==> config.mk <==
export PLATFORM = sky130hd
export DESIGN_NAME = cpf_fsm
export DESIGN_NICKNAME = d
export VERILOG_FILES = /design/src/rtl/cpf_pkg.sv /design/src/rtl/cpf_sync.sv /design/src/rtl/cpf_delay.sv /design/src/rtl/cpf_fsm.sv
export SDC_FILE = /design/constraint.sdc
export NUM_CORES = 1
export LEC_CHECK = 0
export BUFFER_PORTS_ARGS = -buffer_cell sky130_fd_sc_hd__buf_2
export CORE_UTILIZATION = 63
export CTS_CLUSTER_DIAMETER = 30
export CTS_CLUSTER_SIZE = 14
export DETAILED_ROUTE_END_ITERATION = 7
export HOLD_SLACK_MARGIN = 0.03
export PLACE_DENSITY_LB_ADDON = 0.15
export SYNTH_ARGS = -nofsm -noshare
export SYNTH_HDL_FRONTEND = slang
export SYNTH_SLANG_ARGS = --single-unit
==> constraint.sdc <==
create_clock -name i_clk -period 4.6 [get_ports i_clk]
set_input_delay 0.69 -clock i_clk [delete_from_list [all_inputs] [get_ports i_clk]]
set_output_delay 0.69 -clock i_clk [all_outputs]
set_load 0.02 [all_outputs]
==> src/rtl/cpf_pkg.sv <==
// Constants shared by the cell protection state logic.
// Assumes a 200 MHz internal oscillator clock; counts derive from it.
package cpf_pkg;

    // Width of every delay counter
    localparam int CNT_W = 12;

    // Clock period and delay times, each in nanoseconds
    localparam int CLK_NS     = 5;
    localparam int DET_NS     = 10000; // Counter-timed detection delay
    localparam int REL_NS     = 2000;  // Counter-timed release delay
    localparam int SC_NS      = 500;   // Short-circuit delay, never shortened
    localparam int SHORT_DIV  = 64;    // Test mode divides detection and release delays

    // Least times round up to whole cycles
    localparam logic [CNT_W-1:0] DET_CYC =
        CNT_W'((DET_NS + CLK_NS - 1) / CLK_NS);
    localparam logic [CNT_W-1:0] REL_CYC =
        CNT_W'((REL_NS + CLK_NS - 1) / CLK_NS);
    localparam logic [CNT_W-1:0] SC_CYC  =
        CNT_W'((SC_NS + CLK_NS - 1) / CLK_NS);

    // Reset values of the gate drives and resistor switches
    localparam logic CHG_RST = 1'b1;
    localparam logic DIS_RST = 1'b1;
    localparam logic SW_RST  = 1'b0;

    // Bit positions of the comparator vector before synchronising
    localparam int IN_OVC  = 0;
    localparam int IN_OVCR = 1;
    localparam int IN_OVD  = 2;
    localparam int IN_OVI  = 3;
    localparam int IN_SC   = 4;
    localparam int IN_XCH  = 5;
    localparam int IN_STBR = 6;
    localparam int IN_ZC   = 7;
    localparam int IN_ZV   = 8;
    localparam int IN_TEST = 9;
    localparam int IN_W    = 10;

    // Shortened delay for test mode, never below one cycle
    function automatic logic [CNT_W-1:0] cpf_short(
        input logic [CNT_W-1:0] lim);
        logic [CNT_W-1:0] s;
        s = lim / CNT_W'(SHORT_DIV);
        return (s == '0) ? CNT_W'(1) : s;
    endfunction : cpf_short

endpackage : cpf_pkg

==> src/rtl/cpf_sync.sv <==
// Two-stage synchroniser for the comparator and pin inputs.
// Assumes inputs are asynchronous levels; only the second stage is read.
`timescale 1ns/1ps
`default_nettype none
module cpf_sync
    import cpf_pkg::*;
(
    input  wire logic            i_clk,
    input  wire logic            i_reset_n,
    input  wire logic [IN_W-1:0] i_async,
    output var  logic [IN_W-1:0] o_sync
);

    logic [IN_W-1:0] meta_q;

    // First stage feeds the second stage and nothing else
    always_ff @(posedge i_clk) begin
        if (!i_reset_n) begin
            meta_q <= '0;
            o_sync <= '0;
        end else begin
            meta_q <= i_async;
            o_sync <= meta_q;
        end
    end

endmodule : cpf_sync
`default_nettype wire

==> src/rtl/cpf_delay.sv <==
// One delay timer: counts while its condition holds.
// Assumes the caller picks the limit; dropping the condition restarts it.
`timescale 1ns/1ps
`default_nettype none
module cpf_delay
    import cpf_pkg::*;
(
    input  wire logic             i_clk,
    input  wire logic             i_reset_n,
    input  wire logic             i_run,
    input  wire logic [CNT_W-1:0] i_limit,
    output logic                  o_done
);

    logic [CNT_W-1:0] cnt_q;

    // Any gap in the condition clears the count
    always_ff @(posedge i_clk) begin
        if (!i_reset_n) begin
            cnt_q <= '0;
        end else if (!i_run) begin
            cnt_q <= '0;
        end else if (cnt_q < i_limit) begin
            cnt_q <= cnt_q + CNT_W'(1);
        end
    end

    // Done while the condition still holds after the full count
    assign o_done = i_run && (cnt_q >= i_limit);

endmodule : cpf_delay
`default_nettype wire

==> src/rtl/cpf_fsm.sv <==
// Protection state logic of a two-cell battery guard.
// Assumes analog comparators outside; their levels arrive asynchronously.
`timescale 1ns/1ps
`default_nettype none
module cpf_fsm
    import cpf_pkg::*;
(
    input  wire logic i_clk,
    input  wire logic i_reset_n,
    input  wire logic i_ovc_cmp,    // A cell at or above over-charge level
    input  wire logic i_ovc_rel,    // Both cells at or below release level
    input  wire logic i_ovd_cmp,    // A cell at or below over-discharge
    input  wire logic i_ovi_cmp,    // Sense node above over-current level
    input  wire logic i_sc_cmp,     // Sense node above short-circuit level
    input  wire logic i_xch_cmp,    // Sense-to-ground below charger level
    input  wire logic i_stby_rel,   // Charger pulls sense below wake level
    input  wire logic i_zero_cell,  // Cell voltage near zero
    input  wire logic i_zero_ok,    // Supply-to-sense above 0V charge level
    input  wire logic i_test,       // Delay shortening input
    output logic      o_chg_gate,   // Charge gate drive, high enables
    output logic      o_dis_gate,   // Discharge gate drive, high enables
    output logic      o_pd_en,      // Sense node pull-down to ground
    output logic      o_pu_en,      // Sense node pull-up to supply
    output logic      o_standby     // Low-power standby indication
);

    ////////////////////////////////////////////////////////////////////
    // Input synchronisation

    logic [IN_W-1:0] raw;
    logic [IN_W-1:0] syn;

    // Gather the pins so one synchroniser covers them all
    always_comb begin
        raw          = '0;
        raw[IN_OVC]  = i_ovc_cmp;
        raw[IN_OVCR] = i_ovc_rel;
        raw[IN_OVD]  = i_ovd_cmp;
        raw[IN_OVI]  = i_ovi_cmp;
        raw[IN_SC]   = i_sc_cmp;
        raw[IN_XCH]  = i_xch_cmp;
        raw[IN_STBR] = i_stby_rel;
        raw[IN_ZC]   = i_zero_cell;
        raw[IN_ZV]   = i_zero_ok;
        raw[IN_TEST] = i_test;
    end

    // Two flops ahead of any logic
    cpf_sync u_sync (
        .i_clk     (i_clk),
        .i_reset_n (i_reset_n),
        .i_async   (raw),
        .o_sync    (syn)
    );

    logic ovc_s;
    logic ovcr_s;
    logic ovd_s;
    logic ovi_s;
    logic sc_s;
    logic xch_s;
    logic stbr_s;
    logic zv_s;
    logic test_s;

    assign ovc_s  = syn[IN_OVC];
    assign ovcr_s = syn[IN_OVCR];
    assign ovd_s  = syn[IN_OVD];
    assign ovi_s  = syn[IN_OVI];
    assign sc_s   = syn[IN_SC];
    assign xch_s  = syn[IN_XCH];
    assign stbr_s = syn[IN_STBR];
    assign zv_s   = syn[IN_ZC] && syn[IN_ZV];

    // Open pin reads low outside, so normal delays apply
    assign test_s = syn[IN_TEST];

    ////////////////////////////////////////////////////////////////////
    // Delay limits

    logic [CNT_W-1:0] det_lim;
    logic [CNT_W-1:0] rel_lim;

    // Detection and release delays shrink in test mode
    assign det_lim = test_s ? cpf_short(DET_CYC) : DET_CYC;
    assign rel_lim = test_s ? cpf_short(REL_CYC) : REL_CYC;

    ////////////////////////////////////////////////////////////////////
    // Protection states

    logic ovc_q;     // Over-charge state
    logic ovd_q;     // Over-discharge state
    logic oc_q;      // Over-current or short-circuit state
    logic xch_q;     // Excessive-charger state
    logic stby_q;    // Standby state

    ////////////////////////////////////////////////////////////////////
    // Detection and release conditions

    logic ovc_run;
    logic ovcr_run;
    logic ovd_run;
    logic ovdr_run;
    logic oc_run;
    logic sc_run;
    logic ocr_run;
    logic xch_run;
    logic xchr_run;

    // Over-charge detection is never blocked by over-current
    assign ovc_run  = ovc_s && !ovc_q;
    assign ovcr_run = ovc_q && ovcr_s && !ovc_s;

    // Over-charge detection pre-empts over-discharge
    assign ovd_run  = ovd_s && !ovd_q && !ovc_run;
    assign ovdr_run = ovd_q && !stby_q && !ovd_s;

    // Over-current waits out over-charge and over-discharge
    assign oc_run   = ovi_s && !oc_q && !ovc_q && !ovd_q;

    // Short-circuit only waits for its own state
    assign sc_run   = sc_s && !oc_q;

    // Release when sense node is back at or below threshold
    assign ocr_run  = oc_q && !ovi_s && !sc_s;

    // Charger check only while discharge path is on
    assign xch_run  = xch_s && !xch_q && o_dis_gate;
    assign xchr_run = xch_q && !xch_s;

    ////////////////////////////////////////////////////////////////////
    // Delay timers

    logic ovc_done;
    logic ovcr_done;
    logic ovd_done;
    logic ovdr_done;
    logic oc_done;
    logic sc_done;
    logic ocr_done;
    logic xch_done;
    logic xchr_done;

    cpf_delay u_ovc (.i_clk(i_clk), .i_reset_n(i_reset_n),
        .i_run(ovc_run), .i_limit(det_lim), .o_done(ovc_done));
    cpf_delay u_ovcr (.i_clk(i_clk), .i_reset_n(i_reset_n),
        .i_run(ovcr_run), .i_limit(rel_lim), .o_done(ovcr_done));
    cpf_delay u_ovd (.i_clk(i_clk), .i_reset_n(i_reset_n),
        .i_run(ovd_run), .i_limit(det_lim), .o_done(ovd_done));
    cpf_delay u_ovdr (.i_clk(i_clk), .i_reset_n(i_reset_n),
        .i_run(ovdr_run), .i_limit(rel_lim), .o_done(ovdr_done));
    cpf_delay u_oc (.i_clk(i_clk), .i_reset_n(i_reset_n),
        .i_run(oc_run), .i_limit(det_lim), .o_done(oc_done));
    cpf_delay u_ocr (.i_clk(i_clk), .i_reset_n(i_reset_n),
        .i_run(ocr_run), .i_limit(rel_lim), .o_done(ocr_done));
    cpf_delay u_xch (.i_clk(i_clk), .i_reset_n(i_reset_n),
        .i_run(xch_run), .i_limit(det_lim), .o_done(xch_done));
    cpf_delay u_xchr (.i_clk(i_clk), .i_reset_n(i_reset_n),
        .i_run(xchr_run), .i_limit(rel_lim), .o_done(xchr_done));

    // Fixed short-circuit delay, test input has no say
    cpf_delay u_sc (.i_clk(i_clk), .i_reset_n(i_reset_n),
        .i_run(sc_run), .i_limit(SC_CYC), .o_done(sc_done));

    ////////////////////////////////////////////////////////////////////
    // State updates

    // Over-charge state
    always_ff @(posedge i_clk) begin
        if (!i_reset_n) begin
            ovc_q <= 1'b0;
        end else if (ovc_done) begin
            ovc_q <= 1'b1;
        end else if (ovcr_done) begin
            ovc_q <= 1'b0;
        end
    end

    // Over-discharge state, released only after standby ends
    always_ff @(posedge i_clk) begin
        if (!i_reset_n) begin
            ovd_q <= 1'b0;
        end else if (ovd_done) begin
            ovd_q <= 1'b1;
        end else if (ovdr_done) begin
            ovd_q <= 1'b0;
        end
    end

    // No standby when over-charge came first
    always_ff @(posedge i_clk) begin
        if (!i_reset_n) begin
            stby_q <= 1'b0;
        end else if (ovd_done && !ovc_q) begin
            stby_q <= 1'b1;
        end else if (stbr_s) begin
            stby_q <= 1'b0;
        end
    end

    // Over-current or short state
    always_ff @(posedge i_clk) begin
        if (!i_reset_n) begin
            oc_q <= 1'b0;
        end else if (oc_done || sc_done) begin
            oc_q <= 1'b1;
        end else if (ocr_done) begin
            oc_q <= 1'b0;
        end
    end

    // Excessive-charger state; a dropped condition just restarts
    // the timer
    always_ff @(posedge i_clk) begin
        if (!i_reset_n) begin
            xch_q <= 1'b0;
        end else if (xch_done) begin
            xch_q <= 1'b1;
        end else if (xchr_done) begin
            xch_q <= 1'b0;
        end
    end

    ////////////////////////////////////////////////////////////////////
    // Output drives, all registered one cycle after the states

    // Charge gate; a zero-volt cell overrides
    always_ff @(posedge i_clk) begin
        if (!i_reset_n) begin
            o_chg_gate <= CHG_RST;
        end else begin
            o_chg_gate <= zv_s || !(ovc_q || xch_q);
        end
    end

    // Discharge gate
    always_ff @(posedge i_clk) begin
        if (!i_reset_n) begin
            o_dis_gate <= DIS_RST;
        end else begin
            o_dis_gate <= !(ovd_q || oc_q);
        end
    end

    // Sense switches; over-discharge swaps pull-down for pull-up,
    // both stay open when only over-charge holds;
    always_ff @(posedge i_clk) begin
        if (!i_reset_n) begin
            o_pd_en <= SW_RST;
            o_pu_en <= SW_RST;
        end else begin
            o_pd_en <= oc_q && !ovd_q;
            o_pu_en <= ovd_q;
        end
    end

    // Standby flag out
    always_ff @(posedge i_clk) begin
        if (!i_reset_n) begin
            o_standby <= 1'b0;
        end else begin
            o_standby <= stby_q;
        end
    end
endmodule : cpf_fsm
`default_nettype wire

# Word level (Yosys, flattened, before mapping)
# Cells that the tools add are included.
word_totals:
  reg_bits: 138
  inputBits: 12
  output_inout_bits: 5
  elab_cells: 119
classes:
  n_addsub: 9
  magnitude_cmp: 18
  muxes: 12
  reduce_logical: 59
op_table:
  columns: ["op", "n"]
  rows:
  - ["$add 12x1->12 const B", 9]
  - ["$ge 12x11->1", 4]
  - ["$ge 12x9->1", 4]
  - ["$lt 12x11->1", 4]
  - ["$lt 12x9->1", 4]
  - ["$logic_and 1x1->1", 28]
  - ["$reduce_and 2->1", 9]
  - ["$logic_not 1->1", 13]
  - ["$ge 12x7->1 const B", 1]
  - ["$lt 12x7->1 const B", 1]
  - ["$mux 11", 1]
  - ["$mux 1", 10]
  - ["$reduce_bool 2->1", 5]
  - ["$mux 9", 1]
  - ["$logic_or 1x1->1", 4]

# Longest topological paths before layout
depth:
  word_depth: 7
  ltp_mapped: 9
  depth_no_buf: 8

# Modules after synthesis
# From an unflattened synthesis, not the netlist that was laid out.
unflattened:
  cells_unflattened: 1137
  area_unflattened_um2: 9616.7
by_module_without_submodules:
  columns: ["mod", "n_inst", "cells_per_inst", "area_each_um2", "seq_area_each_um2"]
  rows:
  - ["cpf_delay (u_oc ...)", 8, 117, 957.2, 240.2]
  - ["cpf_delay (u_sc)", 1, 118, 982.2, 240.2]
  - ["cpf_sync", 1, 42, 561.8, 400.4]
  - ["cpf_fsm", 1, 41, 415.4, 200.2]

# Worst setup path after synthesis
# Ideal clock, no wire load.
synth_timing:
  kind: "flip-flop to flip-flop"
  from: "register u_sync.o_sync[9]"
  to: "register u_ovd.cnt_q[9]"
  setup_ns: 0.071
  arrival_ns: 3.459
  required_time_ns: 4.529
  slack_ns: 1.071
  path_stages_with_launch: 10
  n_path_buf: 1
  period_less_slack_ns: 3.529
  path_cell_list: "dfxtp_1 inv_1 ha_1 nor2b_1 o211ai_1 a21oi_4 or2_1 buf_6 or4_1 a21oi_1"
synth_via:
  elab_chain_len: 2
synth_rtl:
  columns: ["item", "line", "rtl"]
  rows:
  - ["start: declaration", "cpf_sync.sv:11", "output var logic [IN_W-1:0] o_sync"]
  - ["start signal: assignment", "cpf_sync.sv:23", "o_sync <= meta_q;"]
  - ["$mux 11", "cpf_fsm.sv:85", "assign det_lim = test_s ? cpf_short(DET_CYC) : DET_CYC;"]
  - ["$lt 12x11->1", "cpf_delay.sv:23", "end else if (cnt_q < i_limit) begin"]
  - ["end signal: assignment", "cpf_delay.sv:24", "cnt_q <= cnt_q + CNT_W'(1);"]
  - ["end: declaration", "cpf_delay.sv:15", "logic [CNT_W-1:0] cnt_q;"]
# No other way between the ends.
# A chain may end at the register's enable or synchronous reset.

# Final worst setup path
layout_timing:
  from: "register u_sync.o_sync[9]"
  to: "register u_xch.cnt_q[1]"
layout_via:
  elab_chain_len: 2
layout_rtl:
  columns: ["item", "line"]
  rows:
  - ["$mux 11", "cpf_fsm.sv:85"]
  - ["$lt 12x11->1", "cpf_delay.sv:23"]
  - ["end signal: assignment", "cpf_delay.sv:24"]
  - ["end: declaration", "cpf_delay.sv:15"]
# No other way between the ends.

==> impl_summary.md <==
Power
The largest voltage drop on the vdd net is 0.0003218 V. The cell leakage power is 3.024 nW. The power per standard cell area is 359.4 nW/um2. The final total power is 2.768 mW.

Global routing
The via count of the first global-routing pass is 5513. Entering global routing, the biggest net connects 31 pins. The first global-routing pass estimated 24110 um of wire. The remaining global-route overflow is 0. The initial antenna violation count is 0. In the global route stage, overall resource usage came out at 26.67%.

Cells and area
The repair_antennas step left the layout with diodes totalling 0. Of the cells placed in the final design, the portion with a size suffix greater than 1 is 7.384%. The relative area change from synthesis to final layout is 12.19%. Once layout is complete, the utilization of the core stands at 73.61%. Excluding fillers, the count of instances in the completed layout stands at 935. The number of filler cells placed in the layout is 799. In the layout the commonest cells are 137 x dfxtp_1, 93 x nor2_1, 66 x ha_1. Leaving out fill and tap cells, the most frequent cell in the layout is dfxtp_1. The final net count is 864.

Timing
For the final routed database, the setup TNS stands at 0 ns. The final setup slack of the worst path is 1.449 ns. Setup violations remaining at the end of the flow were counted as 0.

The transition time at the pin with the least slew margin is 0.7603 ns. The worst clock skew on the final layout is 0.006574 ns. The final number of hold-violating endpoints is 0. Based on the critical path, the design can be clocked at up to 317.3 MHz. The number of max-slew violations in the final report is 0. Setup repair after global routing left no endpoint under its margin. The headroom to the max-slew limit is 48.84%. The final critical path takes up 68.51% of the cycle.

The post-route minimum period is 3.151 ns.

Yosys
In this run the cell area of the synthesized design comes to 6864 um2. The share of the synthesized area in the top cell type is 40.25%. A synthesized cell averages 8.926 um2. After synthesis, the share of flip-flops with an asynchronous set or reset is 0%. In the synthesized netlist the dominant register cell turns out to be dfxtp_1. dfxtp_1 takes more of the synthesized area than any other cell.

The count of yosys warnings during synthesis is 0. In the post-synthesis netlist, the biggest area contributors are dfxtp_1 40%, ha_1 12%, nor2_1 5.1%, xnor2_1 4.3%, and2_1 2.8%. The instance count of the mapped netlist is 769. Synthesis inferred 138 register bits. The number of synthesized flops with an enable pin is 0. When the netlist entered floorplanning its net count stood at 847.

Synthesis instantiated 55 different standard cells from the library. The share of synthesized area occupied by flip-flops and latches is 40.25%.

Placement
Detailed placement finished with a half-perimeter wire length of 9630 um. Including well taps, the total number of placed cells is 903. In this run the tool buffered the top-level ports with 16 buffer cells. At the placement stage, the worst setup path has a slack of 1.480 ns.

The final weighted congestion in routability-driven placement is 0.8746.

Worst setup path
The critical path starts at u_sync.o_sync[9]. The capturing element type of the critical path is a flip-flop. Data on the critical path arrives at its endpoint at 3.57 ns. The critical path is of the reg -> reg type. The worst setup path is launched from a flip-flop. Of all nets on the critical path, the largest fanout is 17. The register-to-register path setup slack is 1.45 ns.

The startpoint identified for the worst register-to-register timing path is u_sync.o_sync[9]. The endpoint of the lowest-slack register-to-register path is u_xch.cnt_q[1]. The number of cells traversed by the worst register-to-register path is 8.

For the worst setup path, the data required time is 5.02 ns.

Clock tree
The clock latency of the later-clocked register in the worst-skew pair is 0.54 ns. The number of setup buffers added after CTS is 0. The quantity of gates resized following cts is 0. The quantity of hold-fixing buffers added after cts is 0. The clock root buffer is clkbuf_8. The buffer depth of the longest clock path is 2. The H-tree was split into 4 levels. After clock tree synthesis, the clock-pin slew on the worst setup and hold paths is 0.06 ns. The clock tree from TritonCTS is done. Counting every sink on the clock net gives 138. The number of buffers created by CTS is 17.

Worst hold path
The count of cells along the worst hold path is 2. The tightest min-delay check is of the in -> reg type. The path with the worst hold slack has its endpoint at u_sync.meta_q[2]. In this run the most critical hold path is launched from i_ovd_cmp.

Floorplanning
The area enclosed by the die boundary is 11320 um2. The y dimension of the die is 106.4 um. The boundary pin count is 17.

The core area is 10460 um2. The effective utilization at floorplan is 65.61%. The die is 106.4 um wide. The floorplan has 37 rows.

Routing
The per-cell via count in the routed design is 5.927. The detail route stage leaves a number of antenna-violating nets equal to 0. After detailed routing, the met3 layer carries 410 um of wire.

For this run, design rule violations remaining after detail routing come to 0. The detailed-route via count is 5542. The wire length the detailed router placed on met1 is 6264 um. The met2 wire length is 6811 um. The total length of routed wires is 13860 um.

The number of optimization iterations in the first detailed-route pass is 4. The number of DRC markers after the initial detailed-route iteration is 254. In the final routed layout, each cell accounts on average for 14.83 um. The highest layer touched by signal routing is met4.

Job
The max-cap violation count is 0.

Outcome
The run finished with clean final reports.
power breakdown:
group	internal [mW]	leakage, nW	switching, mW
logic	0.0260	1.58	0.0373
clock network	0.995	0.326	0.498
registers	1.21	1.12	0.00627
total	2.23	3.02	0.542
how the worst max path moves through the flow:
stage / end / slack [ns] / cells past startpoint
floorplan: u_ovd.cnt_q[9] / 1.07 / 9
global placement: u_oc.cnt_q[5] / 1.63 / 8
detailed placement: u_oc.cnt_q[5] / 1.48 / 8
CTS: u_oc.cnt_q[5] / 1.47 / 8
global route: u_oc.cnt_q[5] / 1.19 / 8
finish: u_xch.cnt_q[1] / 1.45 / 8
stage by stage:
step / hold WS, ns / area, um2
global placement: 0.4132 / 7042
CTS: 0.3294 / 7701
finish: 0.3558 / 7701
detailed placement: 0.4189 / 7042
global route: 0.3500 / 7701
floorplan: 0.3881 / 6864
flip-flops by register name (all words and copies together), names as in the netlist, 10 cells and up:
name and cells:
u_oc.cnt_q 12, u_ocr.cnt_q 12, u_ovc.cnt_q 12, u_ovcr.cnt_q 12, u_ovd.cnt_q 12, u_ovdr.cnt_q 12
u_sc.cnt_q 12, u_sync.meta_q 10, u_sync.o_sync 10, u_xch.cnt_q 12, u_xchr.cnt_q 12
Yosys cell counts, types with 3 or more instances:
master / number
a211oi_1: 6
a21o_1: 8
a21oi_1: 37
a31oi_1: 6
and2_1: 31
and3_1: 22
clkbuf_1: 15
dfxtp_1: 138
ha_1: 66
inv_1: 31
mux2i_1: 5
nand2_1: 39
nand3_1: 33
nand4_1: 20
nand4b_1: 8
nor2_1: 93
nor2b_1: 6
nor3_1: 19
nor3b_1: 5
nor4_1: 13
o211ai_1: 5
o21a_1: 10
o21ai_0: 30
o31ai_1: 5
or2_1: 3
or3_1: 17
or4_1: 11
xnor2_1: 34
xor2_1: 21
critical path, cell delays in order, from the launching register on:
cell and delay, ns:
dfxtp_2 0.57, inv_1 0.43, ha_1 0.44, nor2b_1 0.14, o211ai_1 0.11, a211oi_1 0.62
or2_0 0.42, mux2i_1 0.24, nor2_1 0.05
per-layer routing:
layer,global-route usage (%),vias to the layer above
met5,0,-
met4,13.59,0
met3,5.579,38
met2,45.96,113
met1,31.15,2622
li1,-,2769
cells by family after synthesis:
family                     synth area share [%]
muxes                                    0.8932
DFF                                       40.25
adders and majority gates                 12.03
AOI/OAI and AO/OA                         11.43
and+or+nand+nor                           25.50
xor gates and xnor gates                  7.018
buffers and inverters                     2.880
layout make-up:
cell class / instances / area (um2) / share of cell area [%]
Clock inverter: 10 / 186.4 / 2.421
Multi-Input combinational cell: 581 / 3904 / 50.69
Clock buffer: 22 / 473.0 / 6.141
Inverter: 31 / 116.4 / 1.511
Timing Repair Buffer: 17 / 87.58 / 1.137
Tap cell: 136 / 170.2 / 2.210
Sequential cell: 138 / 2764 / 35.89
(Power assumes the default switching activity.)
